## src/logic/timer_pkg_unused_guard.sv

```systemverilog
// Holds no logic; the package and both modules live in their own files.

```

## src/logic/timer_pkg.sv

```systemverilog
// Constants and types shared by the dual timer/counter block.
// Assumes a 40 MHz system clock and a Wishbone register port.
package timer_pkg;
    // Register indices; the byte address on the bus is four times these.
    localparam logic [7:0] IDX_CTRL     = 8'h88;
    localparam logic [7:0] IDX_MODE     = 8'h89;
    localparam logic [7:0] IDX_TL0      = 8'h8A;
    localparam logic [7:0] IDX_TL1      = 8'h8B;
    localparam logic [7:0] IDX_TH0      = 8'h8C;
    localparam logic [7:0] IDX_TH1      = 8'h8D;
    localparam logic [7:0] IDX_TIMER_CLOCK_DIVIDER_CONFIG    = 8'h8E;
    localparam logic [7:0] IDX_IRQ_STAT = 8'h90;
    localparam logic [7:0] IDX_IRQ_EN   = 8'h91;
    localparam logic [7:0] IDX_IRQ_CLR  = 8'h92;

    // Bit positions in timer_control_flags.
    localparam int B_TF1 = 7;
    localparam int B_TR1 = 6;
    localparam int B_TF0 = 5;
    localparam int B_TR0 = 4;
    localparam int B_IE1 = 3;
    localparam int B_IT1 = 2;
    localparam int B_IE0 = 1;
    localparam int B_IT0 = 0;

    // Bit positions in timer_clock_divider_config.
    localparam int B_WD_HI = 7;
    localparam int B_WD_LO = 6;
    localparam int B_T1M   = 4;
    localparam int B_T0M   = 3;

    // Event bits of the interrupt status, enable and clear registers.
    localparam int EV_TF0 = 0;
    localparam int EV_TF1 = 1;
    localparam int EV_IE0 = 2;
    localparam int EV_IE1 = 3;
    localparam int N_EV   = 4;

    localparam logic [7:0]      RST_BYTE  = 8'h00;
    localparam logic [7:0]      RST_TIMER_CLOCK_DIVIDER_CONFIG = 8'h01;
    localparam logic [N_EV-1:0] RST_EV    = 4'h0;

    // System clocks per timer tick.
    localparam logic [3:0] DIV_SLOW = 4'hC;
    localparam logic [3:0] DIV_FAST = 4'h4;

    // Reset-settle depth used by the checks.
    localparam logic [1:0] SETTLED = 2'h3;

    localparam int WDT_W = 27;

    typedef enum logic [1:0] {
        MODE_13BIT  = 2'b00,
        MODE_16BIT  = 2'b01,
        MODE_RELOAD = 2'b10,
        MODE_SPLIT  = 2'b11
    } mode_t;

    typedef struct packed {
        logic  gate;
        logic  count_src;
        mode_t mode;
    } tmr_ctl_t;

    typedef struct packed {
        logic       ovf;
        logic [7:0] th;
        logic [7:0] tl;
    } step_t;
endpackage

```

## src/logic/timer_tick_gen.sv

```systemverilog
// Tick source of one timer: system clock prescaler and count pin edges.
// Assumes the count pin is already synchronous to clk_i.
`timescale 1ns/1ps
module timer_tick_gen
    import timer_pkg::*;
(
    input  wire logic clk_i,
    input  wire logic rst_i,
    input  wire logic div_fast_i,
    input  wire logic count_pin_i,
    output logic      div_tick_o,
    output logic      pin_fall_o
);
    logic [3:0] div_cnt;
    logic       pin_q;

    wire  [3:0] div_last = div_fast_i ? DIV_FAST - 4'h1 : DIV_SLOW - 4'h1;
    // Greater-or-equal lets a switch to the short ratio wrap at once.
    wire        div_wrap = (div_cnt >= div_last);

    always_ff @(posedge clk_i) begin
        if (rst_i) begin
            div_cnt    <= 4'h0;
            div_tick_o <= 1'b0;
            pin_q      <= 1'b1;
            pin_fall_o <= 1'b0;
        end else begin
            div_cnt    <= div_wrap ? 4'h0 : div_cnt + 4'h1;
            div_tick_o <= div_wrap;
            pin_q      <= count_pin_i;
            pin_fall_o <= pin_q & ~count_pin_i;
        end
    end
endmodule

```

## src/logic/dual_legacy_timer_counter.sv

```systemverilog
// Two legacy up-counting timer/counters with a Wishbone register port.
// Assumes all pins are synchronous to clk_i and a classic Wishbone master.
//
// Functional notes
// - Timer mode ticks every 12 clocks, or every 4 when div select set.
// - Count pin sampled each clock; falling edges advance the counter.
// - Source select 0 uses the divided clock, 1 uses the count pin.
// - Counting needs run set and either gating off or gate pin high.
// - Gate pin of counter zero and counter one are separate pins.
// - Mode 0 is 13 bits: high byte plus low five low-byte bits.
// - Rollover to zero in mode 0 or 1 sets the overflow flag.
// - Mode 1 cascades both bytes into one 16-bit counter.
// - Mode 2 counts low byte, reloading it from high byte on overflow.
// - Split mode: low byte uses timer zero bits, high byte timer one's.
// - During split mode timer one still runs as a baud source.
// - Timer one in mode 3 stops and holds, as if run were clear.
// - Run bits enable counting when 1, readable and writable.
// - Control register holds external interrupt flags and sense bits.
// - Watchdog field selects a timeout of 2^17, 2^20, 2^23 or 2^26.
//
// The Wishbone slave port was decided locally.
`timescale 1ns/1ps
module dual_legacy_timer_counter
    import timer_pkg::*;
#(
    parameter int unsigned WDT_LEN_0 = 131072,
    parameter int unsigned WDT_LEN_1 = 1048576,
    parameter int unsigned WDT_LEN_2 = 8388608,
    parameter int unsigned WDT_LEN_3 = 67108864
) (
    input  wire logic             clk_i,
    input  wire logic             rst_i,
    input  wire logic             wb_cyc_i,
    input  wire logic             wb_stb_i,
    input  wire logic             wb_we_i,
    input  wire logic [9:0]       wb_adr_i,
    input  wire logic [3:0]       wb_sel_i,
    input  wire logic [31:0]      wb_dat_i,
    output logic      [31:0]      wb_dat_o,
    output logic                  wb_ack_o,
    input  wire logic             count_pin_zero_i,
    input  wire logic             count_pin_one_i,
    input  wire logic             gate_pin_zero_i,
    input  wire logic             gate_pin_one_i,
    input  wire logic             ext_irq_pin_zero_i,
    input  wire logic             ext_irq_pin_one_i,
    output logic                  irq_o,
    output logic                  timer_one_overflow_o,
    output logic      [WDT_W-1:0] watchdog_limit_o
);
    logic [7:0]      timer_control_flags;
    logic [7:0]      timer_mode_select;
    logic [7:0]      tl0;
    logic [7:0]      th0;
    logic [7:0]      tl1;
    logic [7:0]      th1;
    logic [7:0]      timer_clock_divider_config;
    logic [N_EV-1:0] irq_stat;
    logic [N_EV-1:0] irq_en;
    logic [1:0]      xpin_q;
    logic [7:0]      next_timer_control_flags;
    logic [N_EV-1:0] events;

    // Bus decode. A write lands on the edge where the master sees ack.
    wire        req     = wb_cyc_i & wb_stb_i;
    wire        commit  = req & wb_ack_o & wb_we_i & wb_sel_i[0];
    wire [7:0]  idx     = wb_adr_i[9:2];
    wire [7:0]  wdata   = wb_dat_i[7:0];
    wire        wr_ctrl = commit & (idx == IDX_CTRL);
    wire        wr_mode = commit & (idx == IDX_MODE);
    wire        wr_tl0  = commit & (idx == IDX_TL0);
    wire        wr_tl1  = commit & (idx == IDX_TL1);
    wire        wr_th0  = commit & (idx == IDX_TH0);
    wire        wr_th1  = commit & (idx == IDX_TH1);
    wire        wr_ck   = commit & (idx == IDX_TIMER_CLOCK_DIVIDER_CONFIG);
    wire        wr_ien  = commit & (idx == IDX_IRQ_EN);
    wire        wr_iclr = commit & (idx == IDX_IRQ_CLR);

    // The clear register reads as zero; unmapped words read as zero.
    wire [7:0]  rd_byte =
        (idx == IDX_CTRL)     ? timer_control_flags :
        (idx == IDX_MODE)     ? timer_mode_select :
        (idx == IDX_TL0)      ? tl0 :
        (idx == IDX_TL1)      ? tl1 :
        (idx == IDX_TH0)      ? th0 :
        (idx == IDX_TH1)      ? th1 :
        (idx == IDX_TIMER_CLOCK_DIVIDER_CONFIG)    ? timer_clock_divider_config :
        (idx == IDX_IRQ_STAT) ? {4'h0, irq_stat} :
        (idx == IDX_IRQ_EN)   ? {4'h0, irq_en} : RST_BYTE;

    always_ff @(posedge clk_i) begin
        if (rst_i) begin
            wb_ack_o <= 1'b0;
            wb_dat_o <= 32'h0000_0000;
        end else begin
            wb_ack_o <= req & ~wb_ack_o;
            if (req & ~wb_ack_o) begin
                wb_dat_o <= {24'h00_0000, rd_byte};
            end
        end
    end

    // Tick sources, one per timer.
    wire tmr_ctl_t c0 = tmr_ctl_t'(timer_mode_select[3:0]);
    wire tmr_ctl_t c1 = tmr_ctl_t'(timer_mode_select[7:4]);
    wire [1:0] div_fast = {timer_clock_divider_config[B_T1M], timer_clock_divider_config[B_T0M]};
    wire [1:0] cnt_pin  = {count_pin_one_i, count_pin_zero_i};
    logic [1:0] div_tick;
    logic [1:0] pin_fall;

    genvar gi;
    generate
        for (gi = 0; gi < 2; gi++) begin : g_tick
            timer_tick_gen u_tick (
                .clk_i       (clk_i),
                .rst_i       (rst_i),
                .div_fast_i  (div_fast[gi]),
                .count_pin_i (cnt_pin[gi]),
                .div_tick_o  (div_tick[gi]),
                .pin_fall_o  (pin_fall[gi])
            );
        end
    endgenerate

    // One count step for modes 0 to 2; split low byte uses the default arm.
    function automatic step_t count_step(input mode_t      m,
                                         input logic [7:0] th,
                                         input logic [7:0] tl);
        step_t       r;
        logic [12:0] s13;
        logic [15:0] s16;
        s13   = {th, tl[4:0]} + 13'h1;
        s16   = {th, tl} + 16'h1;
        r.ovf = &tl;
        r.th  = th;
        r.tl  = tl + 8'h1;
        case (m)
            MODE_13BIT: begin
                // Upper three low-byte bits are left alone.
                r.ovf = &{th, tl[4:0]};
                r.th  = s13[12:5];
                r.tl  = {tl[7:5], s13[4:0]};
            end
            MODE_16BIT: begin
                r.ovf = &{th, tl};
                r.th  = s16[15:8];
                r.tl  = s16[7:0];
            end
            MODE_RELOAD: begin
                if (&tl) begin
                    r.tl = th;
                end
            end
            default: begin
            end
        endcase
        return r;
    endfunction

    wire   t0_split = (c0.mode == MODE_SPLIT);
    wire   t1_hold  = (c1.mode == MODE_SPLIT);
    wire   src0     = c0.count_src ? pin_fall[0] : div_tick[0];
    wire   src1     = c1.count_src ? pin_fall[1] : div_tick[1];
    wire   en0      = timer_control_flags[B_TR0] & (~c0.gate | gate_pin_zero_i);
    // In split mode the run bit belongs to the high byte of timer zero,
    // so timer one free-runs for the baud generator.
    wire   en1      = (timer_control_flags[B_TR1] | t0_split)
                      & (~c1.gate | gate_pin_one_i) & ~t1_hold;
    wire   inc0     = en0 & src0;
    wire   inc1     = en1 & src1;
    wire step_t st0 = count_step(c0.mode, th0, tl0);
    wire step_t st1 = count_step(c1.mode, th1, tl1);
    wire   ovf0     = inc0 & st0.ovf;
    wire   ovf1     = inc1 & st1.ovf;
    wire   th0_inc  = t0_split & timer_control_flags[B_TR1] & div_tick[0];
    wire   ovf_th0  = th0_inc & (&th0);
    wire   tf1_set  = t0_split ? ovf_th0 : ovf1;

    // Software loads take precedence over a count in the same cycle.
    wire [7:0] next_tl0 = wr_tl0 ? wdata : (inc0 ? st0.tl : tl0);
    wire [7:0] next_th0 = wr_th0 ? wdata :
                          t0_split ? (th0_inc ? th0 + 8'h1 : th0) :
                          (inc0 ? st0.th : th0);
    wire [7:0] next_tl1 = wr_tl1 ? wdata : (inc1 ? st1.tl : tl1);
    wire [7:0] next_th1 = wr_th1 ? wdata : (inc1 ? st1.th : th1);

    // External interrupt pins: falling edge or low level per sense bit.
    wire [1:0] xpin  = {ext_irq_pin_one_i, ext_irq_pin_zero_i};
    wire [1:0] xfall = xpin_q & ~xpin;
    wire [1:0] xsens = {timer_control_flags[B_IT1], timer_control_flags[B_IT0]};
    wire [1:0] xset  = (xsens & xfall) | (~xsens & ~xpin);

    // Hardware sets win over a software clear in the same cycle.
    always_comb begin
        next_timer_control_flags        = wr_ctrl ? wdata : timer_control_flags;
        next_timer_control_flags[B_TF0] = next_timer_control_flags[B_TF0] | ovf0;
        next_timer_control_flags[B_TF1] = next_timer_control_flags[B_TF1] | tf1_set;
        next_timer_control_flags[B_IE0] = next_timer_control_flags[B_IE0] | xset[0];
        next_timer_control_flags[B_IE1] = next_timer_control_flags[B_IE1] | xset[1];
        events           = RST_EV;
        events[EV_TF0]   = ovf0;
        events[EV_TF1]   = tf1_set;
        events[EV_IE0]   = xset[0];
        events[EV_IE1]   = xset[1];
    end

    wire [N_EV-1:0] iclr = wr_iclr ? wdata[N_EV-1:0] : RST_EV;
    wire [1:0]      wsel = timer_clock_divider_config[B_WD_HI:B_WD_LO];
    wire [WDT_W-1:0] wdt_next =
        (wsel == 2'b00) ? WDT_W'(WDT_LEN_0) :
        (wsel == 2'b01) ? WDT_W'(WDT_LEN_1) :
        (wsel == 2'b10) ? WDT_W'(WDT_LEN_2) : WDT_W'(WDT_LEN_3);

    assign irq_o = |(irq_stat & irq_en);

    always_ff @(posedge clk_i) begin
        if (rst_i) begin
            timer_control_flags                 <= RST_BYTE;
            timer_mode_select                 <= RST_BYTE;
            tl0                  <= RST_BYTE;
            th0                  <= RST_BYTE;
            tl1                  <= RST_BYTE;
            th1                  <= RST_BYTE;
            timer_clock_divider_config                <= RST_TIMER_CLOCK_DIVIDER_CONFIG;
            irq_stat             <= RST_EV;
            irq_en               <= RST_EV;
            xpin_q               <= 2'b11;
            timer_one_overflow_o <= 1'b0;
            watchdog_limit_o     <= '0;
        end else begin
            timer_control_flags                 <= next_timer_control_flags;
            timer_mode_select                 <= wr_mode ? wdata : timer_mode_select;
            tl0                  <= next_tl0;
            th0                  <= next_th0;
            tl1                  <= next_tl1;
            th1                  <= next_th1;
            timer_clock_divider_config                <= wr_ck ? wdata : timer_clock_divider_config;
            irq_stat             <= (irq_stat & ~iclr) | events;
            irq_en               <= wr_ien ? wdata[N_EV-1:0] : irq_en;
            xpin_q               <= xpin;
            timer_one_overflow_o <= ovf1;
            watchdog_limit_o     <= wdt_next;
        end
    end

    // Pre-reset pin history must not feed edge checks.
    logic [1:0] settle;
    logic [3:0] gap0;
    logic       t0m_q;
    logic       same0;

    always_ff @(posedge clk_i) begin
        if (rst_i) begin
            settle <= 2'h0;
            gap0   <= 4'h0;
            t0m_q  <= 1'b0;
            same0  <= 1'b0;
        end else begin
            settle <= (settle == SETTLED) ? settle : settle + 2'h1;
            t0m_q  <= timer_clock_divider_config[B_T0M];
            same0  <= (div_tick[0] | same0) & (t0m_q == timer_clock_divider_config[B_T0M]);
            gap0   <= div_tick[0] ? 4'h0 : gap0 + 4'h1;
        end
    end
endmodule

```

## config.mk

```make
export PLATFORM = sky130hd
export DESIGN_NAME = dual_legacy_timer_counter
export DESIGN_NICKNAME = d
export VERILOG_FILES = /design/src/logic/timer_pkg_unused_guard.sv /design/src/logic/timer_pkg.sv /design/src/logic/timer_tick_gen.sv /design/src/logic/dual_legacy_timer_counter.sv
export SDC_FILE = /design/constraint.sdc
export NUM_CORES = 1
export LEC_CHECK = 0
export ABC_AREA = 1
export BUFFER_PORTS_ARGS = -buffer_cell sky130_fd_sc_hd__buf_2
export CAP_MARGIN = 10
export CORE_ASPECT_RATIO = 2
export CORE_MARGIN = 3
export CORE_UTILIZATION = 56
export CTS_CLUSTER_DIAMETER = 40
export DETAILED_ROUTE_END_ITERATION = 7
export GPL_TIMING_DRIVEN = 0
export MAX_ROUTING_LAYER = met4
export PLACE_DENSITY = 0.91
export SKIP_LAST_GASP = 1
export SLEW_MARGIN = 15
export SYNTH_ARGS = -nofsm -noshare
export SYNTH_HDL_FRONTEND = slang
export SYNTH_SLANG_ARGS = --single-unit
```

## constraint.sdc

```tcl
create_clock -name clk_i -period 2.1 [get_ports clk_i]
set_input_delay 0.315 -clock clk_i [delete_from_list [all_inputs] [get_ports clk_i]]
set_output_delay 0.315 -clock clk_i [all_outputs]
set_load 0.01 [all_outputs]
```

==> results.toml, run 1 <==
[timing]
worst_slack_ps = 35.1
holdWs_ps = 159
min_period_over_period_pct = 98.3
rsz0062_at_grt = "true"
final_max_slew_viol_count = 0
setup_viol = 0
finalHoldViolCount = 0
fin_skew_ps = 9.39
worstMarginPinSlew_ps = 788
timing.setup.tns_ps = 0
final.min_clock_period_ps = 2060
fmax_mhz = 484
slew_headroom_pct = 47.5

[logic_synthesis]
async_reset_ff_share_pct = 0
synth_xor_area_share_pct = 1.41
synth_simple_gate_area_share_pct = 32.9
yosysWarnings = 0
yosysUniqueCellTypes = 46
syn_area_um2 = 6210
yosys_register_bits = 94
synth_commonest_cells = "nand2_1, inv_1, dfxtp_1"
synthMuxAreaShare_pct = 0.161
synth_top_area_share_pct = 30.3
ys_seq_area_share_pct = 30.3
yosysTopAreaCell = "dfxtp_1"
synthTopCellsByArea = "dfxtp_1, nand2_1, nand3_1"
synth_compound_area_share_pct = 19.0
synth-edff-count = 0
netlist_instances = 930
synth_top_family_by_area = "simple AND/OR/NAND/NOR gates"
synthAdderAreaFrac_pct = 1.41
avgSynthCellArea_um2 = 6.68
ys.flop_type = "dfxtp_1"
yosysMostFrequentCell = "nand2_1"

[grt]
antenna_found_initial = 0
grt_use_total_pct = 37.0
grt_pass1_vias = 6524
grt_overflow = 0
grt_pass1_wl_mm = 33.7
grt_max_degree = 17

[worst_hold_path]
hold_class = "in2reg"

[die]
initial_core_util_pct = 58.2
design.die.area_um2 = 12500
die_x_um = 80.5
row_count = 53
io_pins = 119
core_um2 = 10700
die_y_um = 155

[clock_tree]
cts_tree = "built"
cts_root_buf = "clkbuf_16"
clk_latency_ps = 350
numCtsBuffers = 9
cts_max_path_buffers = 2
holdBufCountCts = 0
cts_sinks = 94
clk_pin_slew_ps = 70
htreeDepth = 3

[critical_path]
critPathLaunchType = "flip-flop"
endpoint_kind = "flip-flop"
cp.arrival_ps = 2260
crit_type = "reg2reg"
path_max_fanout = 5
crit_required_ps = 2290

[place]
place_congestion = 1.13
place_worst_setup_slack_ps = 22.0
dpl-instance-area_um2 = 6760
dpl.hpwl_mm = 17.0
port_buffers = 41
placed_cells = 1154

[route]
wl_per_cell_um = 18.7
vias = 6798
ant_nets = 0
post_drt_via_cell_ratio = 5.80
routed_wl_mm = 21.9
first_iter_violations = 654
drc_errors = 0
firstDrtPassIters = 5

[cells_and_area]
fin_nets = 1095
final_util_pct = 66.4
n_fill_cell = 997
finalInstanceArea_um2 = 7090
drive_gt1_share_pct = 18.9
num_antenna_cells = 0
syn2layout_area_growth_pct = 14.2
final_cells = 1172

[flow_run]
drv_cap = 0

[power_and_ir_drop]
power_density_nw_per_um2 = 523
vdd_drop_max_mv = 0.394
p_leak_nw = 3.19
power.total_mw = 3.71

[outcome]
outcome = "complete, no violations"
## sequential cells by signal, summed over array words and instances (netlist names)
register,cells
g_tick.u_tick.div_cnt,8
wb_dat_o,8
th0,8
wb_ack_o,1
timer_control_flags,8
th1,8
irq_stat,4
watchdog_limit_o,4
tl1,8
g_tick.u_tick.div_tick_o,2
xpin_q,2
g_tick.u_tick.pin_q,2
tl0,8
irq_en,4
g_tick.u_tick.pin_fall_o,2
timer_mode_select,8
timer_one_overflow_o,1
timer_clock_divider_config,8
## timing repair
action / in CTS / in global routing
endpoints found under the setup margin: 0 / 17
buffers inserted: 0 / 3
resized for setup: 0 / 10
## layer usage
| metal | vias to the layer above | part of all wire, % | track usage, % |
|---|---|---|---|
| li1 | 3210 | - | - |
| met2 | 387 | 50 | 62.6 |
| met5 | - | 0 | - |
| met3 | 171 | 7.1 | 6.32 |
| met4 | 0 | 12 | 34.7 |
| met1 | 3030 | 31 | 33.6 |
## layout make-up
class / count / area, µm² / share of cell area, %
buffer: 70 / 479 / 6.76
clock buffer: 10 / 229 / 3.23
clock inverter: 5 / 43.8 / 0.617
inverter: 117 / 439 / 6.19
multi-input combinational: 695 / 3600 / 50.8
sequential: 94 / 1890 / 26.6
tap: 137 / 171 / 2.42
timing repair buffer: 44 / 240 / 3.39
## cell families (layout without fill, tap and decap cells)
logic type,Yosys count,count (layout)
DFF,94,94
adders and majority gates,7,7
buffers and inverters,187,246
muxes,1,1
AOI/OAI and AO/OA,209,209
xor gates and xnor gates,10,10
other,1,47
and+or+nand+nor,421,421
## where the power goes
group | internal [mW] | switching (mW)
clock network | 0.815 | 0.753
logic | 0.114 | 0.209
registers | 1.80 | 0.0146
## layout by cell type, fill, tap and decap left out, drive strengths merged
cell type	instances
buf	105
nand3	86
clkbuf	19
nor2	103
xor2	10
a21oi	74
dfxtp	94
clkinvlp	2
a31oi	9
nor3b	1
o21a	2
o21ai	90
ha	7
nand4	22
o211ai	18
o22ai	7
nand2	182
nor3	20
inv	118
a22oi	3
conb	47
mux2i	1
clkinv	2
o31ai	1
o221ai	3
o2111ai	2
or2	7
## worst max-delay path: stages (launching register included)
cell and delay, ps:
dfxtp_1 430, ha_1 240, nand2_1 80, inv_2 100, nand4_4 120, nor2_4 230, buf_12 140, nand2_2 60
nor2_1 250, nand2_1 90, o211ai_1 90, a21oi_1 80
## path summary, 6_finish.rpt
path                          start  slack, ps  cells after the start                           to
max                          tl1[1]         40                     11                       tl1[1]
min                 count_pin_one_i        160                      2       g_tick[1].u_tick.pin_q
min reg2reg  g_tick[1].u_tick.pin_q        410                      2  g_tick[1].u_tick.pin_fall_o
max reg2reg                  tl1[1]         40                     11                       tl1[1]
No activity file was read; power rests on OpenSTA's default activity.
==> run 2: changes to the inputs <==
- CORE_UTILIZATION: 56 -> 40
- PLACE_DENSITY: 0.91 -> 0.71
==> run 2 against run 1 <==
  * First-iteration DRC count is 40% lower
  * Sequential power hardly changed
  * Via count is 2.3% lower
  * Hold slack worse by 8.1 ps
  * Die area is 38% higher
  * Power is 4.7% higher
  * Register-to-register slack better by 20 ps
  * Cell area is 1.5% higher
  * Wire length is 3.4% higher
  * Critical endpoint is now th1[3]
  * Largest power group unchanged
==> results.toml, run 2 (synthesized netlist as in run 1, its figures left out) <==
[timing]
min_period_over_period_pct = 97.4
finalHoldViolCount = 0
holdWs_ps = 151
fin_skew_ps = 12.8
rsz0062_at_grt = "true"
final_max_slew_viol_count = 0
final.min_clock_period_ps = 2050
worstMarginPinSlew_ps = 1040
setup_viol = 0
fmax_mhz = 489
worst_slack_ps = 54.6
slew_headroom_pct = 29.9

[critical_path]
critPathSlowestCell = "dfxtp_1"
worstRegToRegCells = 9
endpoint_kind = "flip-flop"
critPathLaunchType = "flip-flop"
path_max_fanout = 8
cp_common_cell = "nand2_1"
crit_type = "reg2reg"
crit_required_ps = 2340
cp.depth = 9
cp.arrival_ps = 2280
critical_path.top_delay_family = "simple AND/OR/NAND/NOR gates"
path_cells = "buf_2, nand2_2, nand2_1, nand3_2, inv_2, nand2_1, nor2_4, nor3b_1, nor2_1"
max_stage_delay_ps = 310
critical_path_buf_inv_count = 2

[cells_and_area]
final_cell_mix = "nand2_1, inv_1, dfxtp_1"
layout_commonest_cell = "nand2_1"
drive_gt1_share_pct = 19.4
num_antenna_cells = 0
syn2layout_area_growth_pct = 15.9
finalInstanceArea_um2 = 7200
final_util_pct = 47.8
fin_nets = 1096

[route]
wl_met2_mm = 11.9
firstDrtPassIters = 5
route.met3.wl_mm = 1.05
drc_errors = 0
wirelength_met1_mm = 7.05
routed_wl_mm = 22.7
highest_layer = "met4"
vias = 6645
wl_per_cell_um = 18.4
post_drt_via_cell_ratio = 5.39
ant_nets = 0
first_iter_violations = 393

[power_and_ir_drop]
vdd_drop_max_mv = 0.393
power_density_nw_per_um2 = 539
p_leak_nw = 3.21
power.total_mw = 3.88

[grt]
grt_max_degree = 18
antenna_found_initial = 0
grt_overflow = 0
grt_pass1_vias = 6583
grt_use_total_pct = 27.4
grt_pass1_wl_mm = 34.4

[clock_tree]
cts_tree = "built"
clk_latency_ps = 350
numCtsBuffers = 9
cts_sinks = 94
cts_root_buf = "clkbuf_16"
cts_max_path_buffers = 2
clk_pin_slew_ps = 80
htreeDepth = 3

[outcome]
outcome = "complete, no violations"

[place]
place_congestion = 0.997
dpl-instance-area_um2 = 6830
place_worst_setup_slack_ps = -85.4
port_buffers = 41
dpl.hpwl_mm = 18.3

[die]
io_pins = 119
die_x_um = 94.1
row_count = 63
initial_core_util_pct = 41.3
core_um2 = 15100
design.die.area_um2 = 17100
die_y_um = 182

[flow_run]
drv_cap = 0

[worst_hold_path]
holdPathStages = 3
hold_class = "in2reg"
## run 2: changes by cell type in the layout (fill, tap and decap cells not counted), sizes merged
cell      previous run  this run
buf                105       106
bufinv               0         1
clkinv               2         3
clkinvlp             2         0
inv                118       119
## run 2: worst paths after layout
check	startpoint	end	slack, ps
worst max-delay path	timer_mode_select[1]	th1[3]	50
worst min-delay path	ext_irq_pin_zero_i	xpin_q[0]	150
worst max register to register	timer_mode_select[1]	th1[3]	50
worst min register to register	g_tick[1].u_tick.pin_q	g_tick[1].u_tick.pin_fall_o	410
## run 2: metal layers
| layer | vias up | GRT usage (%) |
|---|---|---|
| met1 | 2987 | 23.4 |
| li1 | 3205 | - |
| met3 | 149 | 2.81 |
| met5 | - | - |
| met2 | 304 | 48.8 |
| met4 | 0 | 27.7 |
## run 2: area by class of cell
cell class                 instances  area [µm²]
buffer                            70         479
clock inverter                     6        72.6
multi-input combinational        695        3600
timing repair buffer              45         235
sequential                        94        1890
clock buffer                      10         239
inverter                         117         439
fill                            1573        7860
tap                              195         244
## run 2: worst min-delay path, delay by kind of cell
kind / cells / cell delay [ps]
buffers and inverters: 2 / 110
AND/OR/NAND/NOR: 1 / 40
## run 2: per-stage QoR
stage | setup TNS [ps] | cells
6_report | 0 | 1232
5_1_grt | -38.9 | 1232
4_1_cts | 0 | 1231
3_5_place_dp | -85.4 | 1212
3_3_place_gp | -72.9 | 1212
2_1_floorplan | 0 | 976
## run 2: repair_timing
| item | CTS | global route |
|---|---|---|
| endpoints found under the setup margin | 2 | 19 |
| resized for setup | 0 | 13 |
| pin swaps | 1 | 1 |
| hold buffers | 0 | 0 |
| buffers inserted | 3 | 1 |
## run 2: where the power goes
group | internal (mW) | switching, mW
combinational | 0.114 | 0.207
clock | 0.976 | 0.768
sequential | 1.80 | 0.0139
==> run 3: changes to the inputs <==
- REMOVE_ABC_BUFFERS: not set -> 1
==> run 3 against run 2 <==
  * Die area unchanged
  * Sequential share of layout area increased by 1.9 points
  * Register-to-register slack about the same
  * Global-route usage decreased by 2.4 points
  * First-iteration DRC count increased by 25%
  * Setup slack improved by 2.4 ps
  * Combinational power decreased by 25%
  * Hold slack improved by 8.0 ps
  * Power decreased by 1.7%
  * Clock skew decreased by 3.5 ps
==> results.toml, run 3 (synthesized netlist as in run 1, its figures left out) <==
[outcome]
outcome = "complete, no violations"

[timing]
finalHoldViolCount = 0
holdWs_ps = 159
fmax_mhz = 489
final.min_clock_period_ps = 2040
fin_skew_ps = 9.32
final_max_slew_viol_count = 0
setup_viol = 0
rsz0062_at_grt = "true"
slew_headroom_pct = 33.4
worstMarginPinSlew_ps = 999
min_period_over_period_pct = 97.3

[grt]
grt_max_degree = 45
antenna_found_initial = 0
grt_overflow = 0
grt_use_total_pct = 25.1
grt_pass1_wl_mm = 31.6
grt_pass1_vias = 5991

[worst_hold_path]
hold_class = "in2reg"

[clock_tree]
holdBufCountCts = 0
clk_pin_slew_ps = 70
numCtsBuffers = 9
htreeDepth = 3
cts_max_path_buffers = 2
clk_latency_ps = 350
cts_sinks = 94
cts_tree = "built"
cts_root_buf = "clkbuf_16"

[cells_and_area]
seq_area_um2 = 1890
num_antenna_cells = 0
layout_commonest_cell = "nand2_1"
n_fill_cell = 1572
syn2layout_area_growth_pct = 8.34
final_cell_mix = "nand2_1, inv_1, nor2_1, dfxtp_1, nand3_1"
multiInputGateArea_um2 = 3600
drive_gt1_share_pct = 14.4
fin_nets = 1027

[route]
first_iter_violations = 490
routed_wl_mm = 20.9
post_drt_via_cell_ratio = 5.56
vias = 6467
ant_nets = 0
drc_errors = 0
firstDrtPassIters = 5
wl_per_cell_um = 17.9

[place]
dpl.hpwl_mm = 16.4
port_buffers = 42
place_congestion = 0.986

[die]
row_count = 63
design.die.area_um2 = 17100
core_um2 = 15100
initial_core_util_pct = 41.3
die_y_um = 182
io_pins = 119
die_x_um = 94.1

[critical_path]
critPathLaunchType = "flip-flop"
regToRegStartpoint = "timer_mode_select[1]"
startpoint = "timer_mode_select[1]"
worstRegToRegCells = 9
crit_type = "reg2reg"
r2r_setup_slack_ps = 60
max_stage_delay_ps = 450
critPathSlowestCell = "dfxtp_2"
timing.rr.end = "th1[0]"
cp-endpoint = "th1[0]"
endpoint_kind = "flip-flop"
crit_required_ps = 2300
path_cells = "nand2_2, nand2_1, nand3_2, inv_2, nand2_1, nand2_2, o22ai_1, a21oi_1, nor2_1"
path_max_fanout = 8
cp.arrival_ps = 2240

[power_and_ir_drop]
p_leak_nw = 2.89
power.total_mw = 3.82
power_density_nw_per_um2 = 567
vdd_drop_max_mv = 0.413

[flow_run]
drv_cap = 0
-- run 3: cell count changes in the layout (fill, tap and decap cells not counted), sizes merged --
cell,delta
buf,-60
bufinv,+1
clkbuf,-7
clkinv,+1
inv,-4
-- run 3: final cells by class --
type                    instances  share of cell area (%)
multi-input cells             695                    53.5
flip-flops and latches         94                    28.1
inverters                     117                    6.53
clock buffers                  12                    3.66
well taps                     195                    3.63
repair buffers                 46                    3.57
clock inverters                 4                    1.04
-- run 3: routing by layer --
layer  track usage [%]  vias up  share of wire [%]
met4              21.9        0                9.8
met3              2.85      129                5.3
met2              45.1      329                 53
li1                  -     3070                  -
met1              22.3     2939                 32
met5                 -        -                  0
-- run 3: timing repair --
item,in CTS,in global routing
resized for setup,0,11
pin swaps,0,1
buffers inserted,0,4
setup endpoints to repair,12,24
-- run 3: worst min path at each step --
stage,slack [ps],endpoint,from,cells after the start
2_1_floorplan,380,tl0[7],rst_i,1
3_3_place_gp,400,g_tick[1].u_tick.pin_fall_o,g_tick[1].u_tick.pin_q,2
3_5_place_dp,400,g_tick[0].u_tick.pin_fall_o,g_tick[0].u_tick.pin_q,2
4_1_cts,160,g_tick[1].u_tick.pin_q,count_pin_one_i,2
5_1_grt,160,g_tick[1].u_tick.pin_q,count_pin_one_i,2
6_report,160,xpin_q[1],ext_irq_pin_one_i,3
-- run 3: through the flow --
| stage | setup WS, ps | cell area, µm² | utilization, % | setup TNS (ps) | instances |
|---|---|---|---|---|---|
| after floorplan | 466 | 5900 | - | 0 | 906 |
| after global placement | -410 | 6360 | 42.2 | -14260 | 1143 |
| after detailed placement | -450 | 6360 | 42.2 | -16300 | 1143 |
| after CTS | -82.8 | 6680 | 44.3 | -678 | 1159 |
| after global routing | -17.8 | 6730 | 44.7 | -17.8 | 1163 |
| final | 57.0 | 6730 | 44.7 | 0 | 1163 |
-- run 3: where the power goes --
| group | total, mW | internal (mW) | switching (mW) |
|---|---|---|---|
| Combinational | 0.242 | 0.0550 | 0.187 |
| Clock | 1.76 | 1.07 | 0.684 |
| Sequential | 1.82 | 1.81 | 0.0121 |
-- run 3: worst max-delay path, delay by kind of cell (launching register included) --
family / cells / cell delay, ps
buf+inv: 1 / 140
simple gates: 6 / 990
compound gates: 2 / 310
flops: 1 / 450
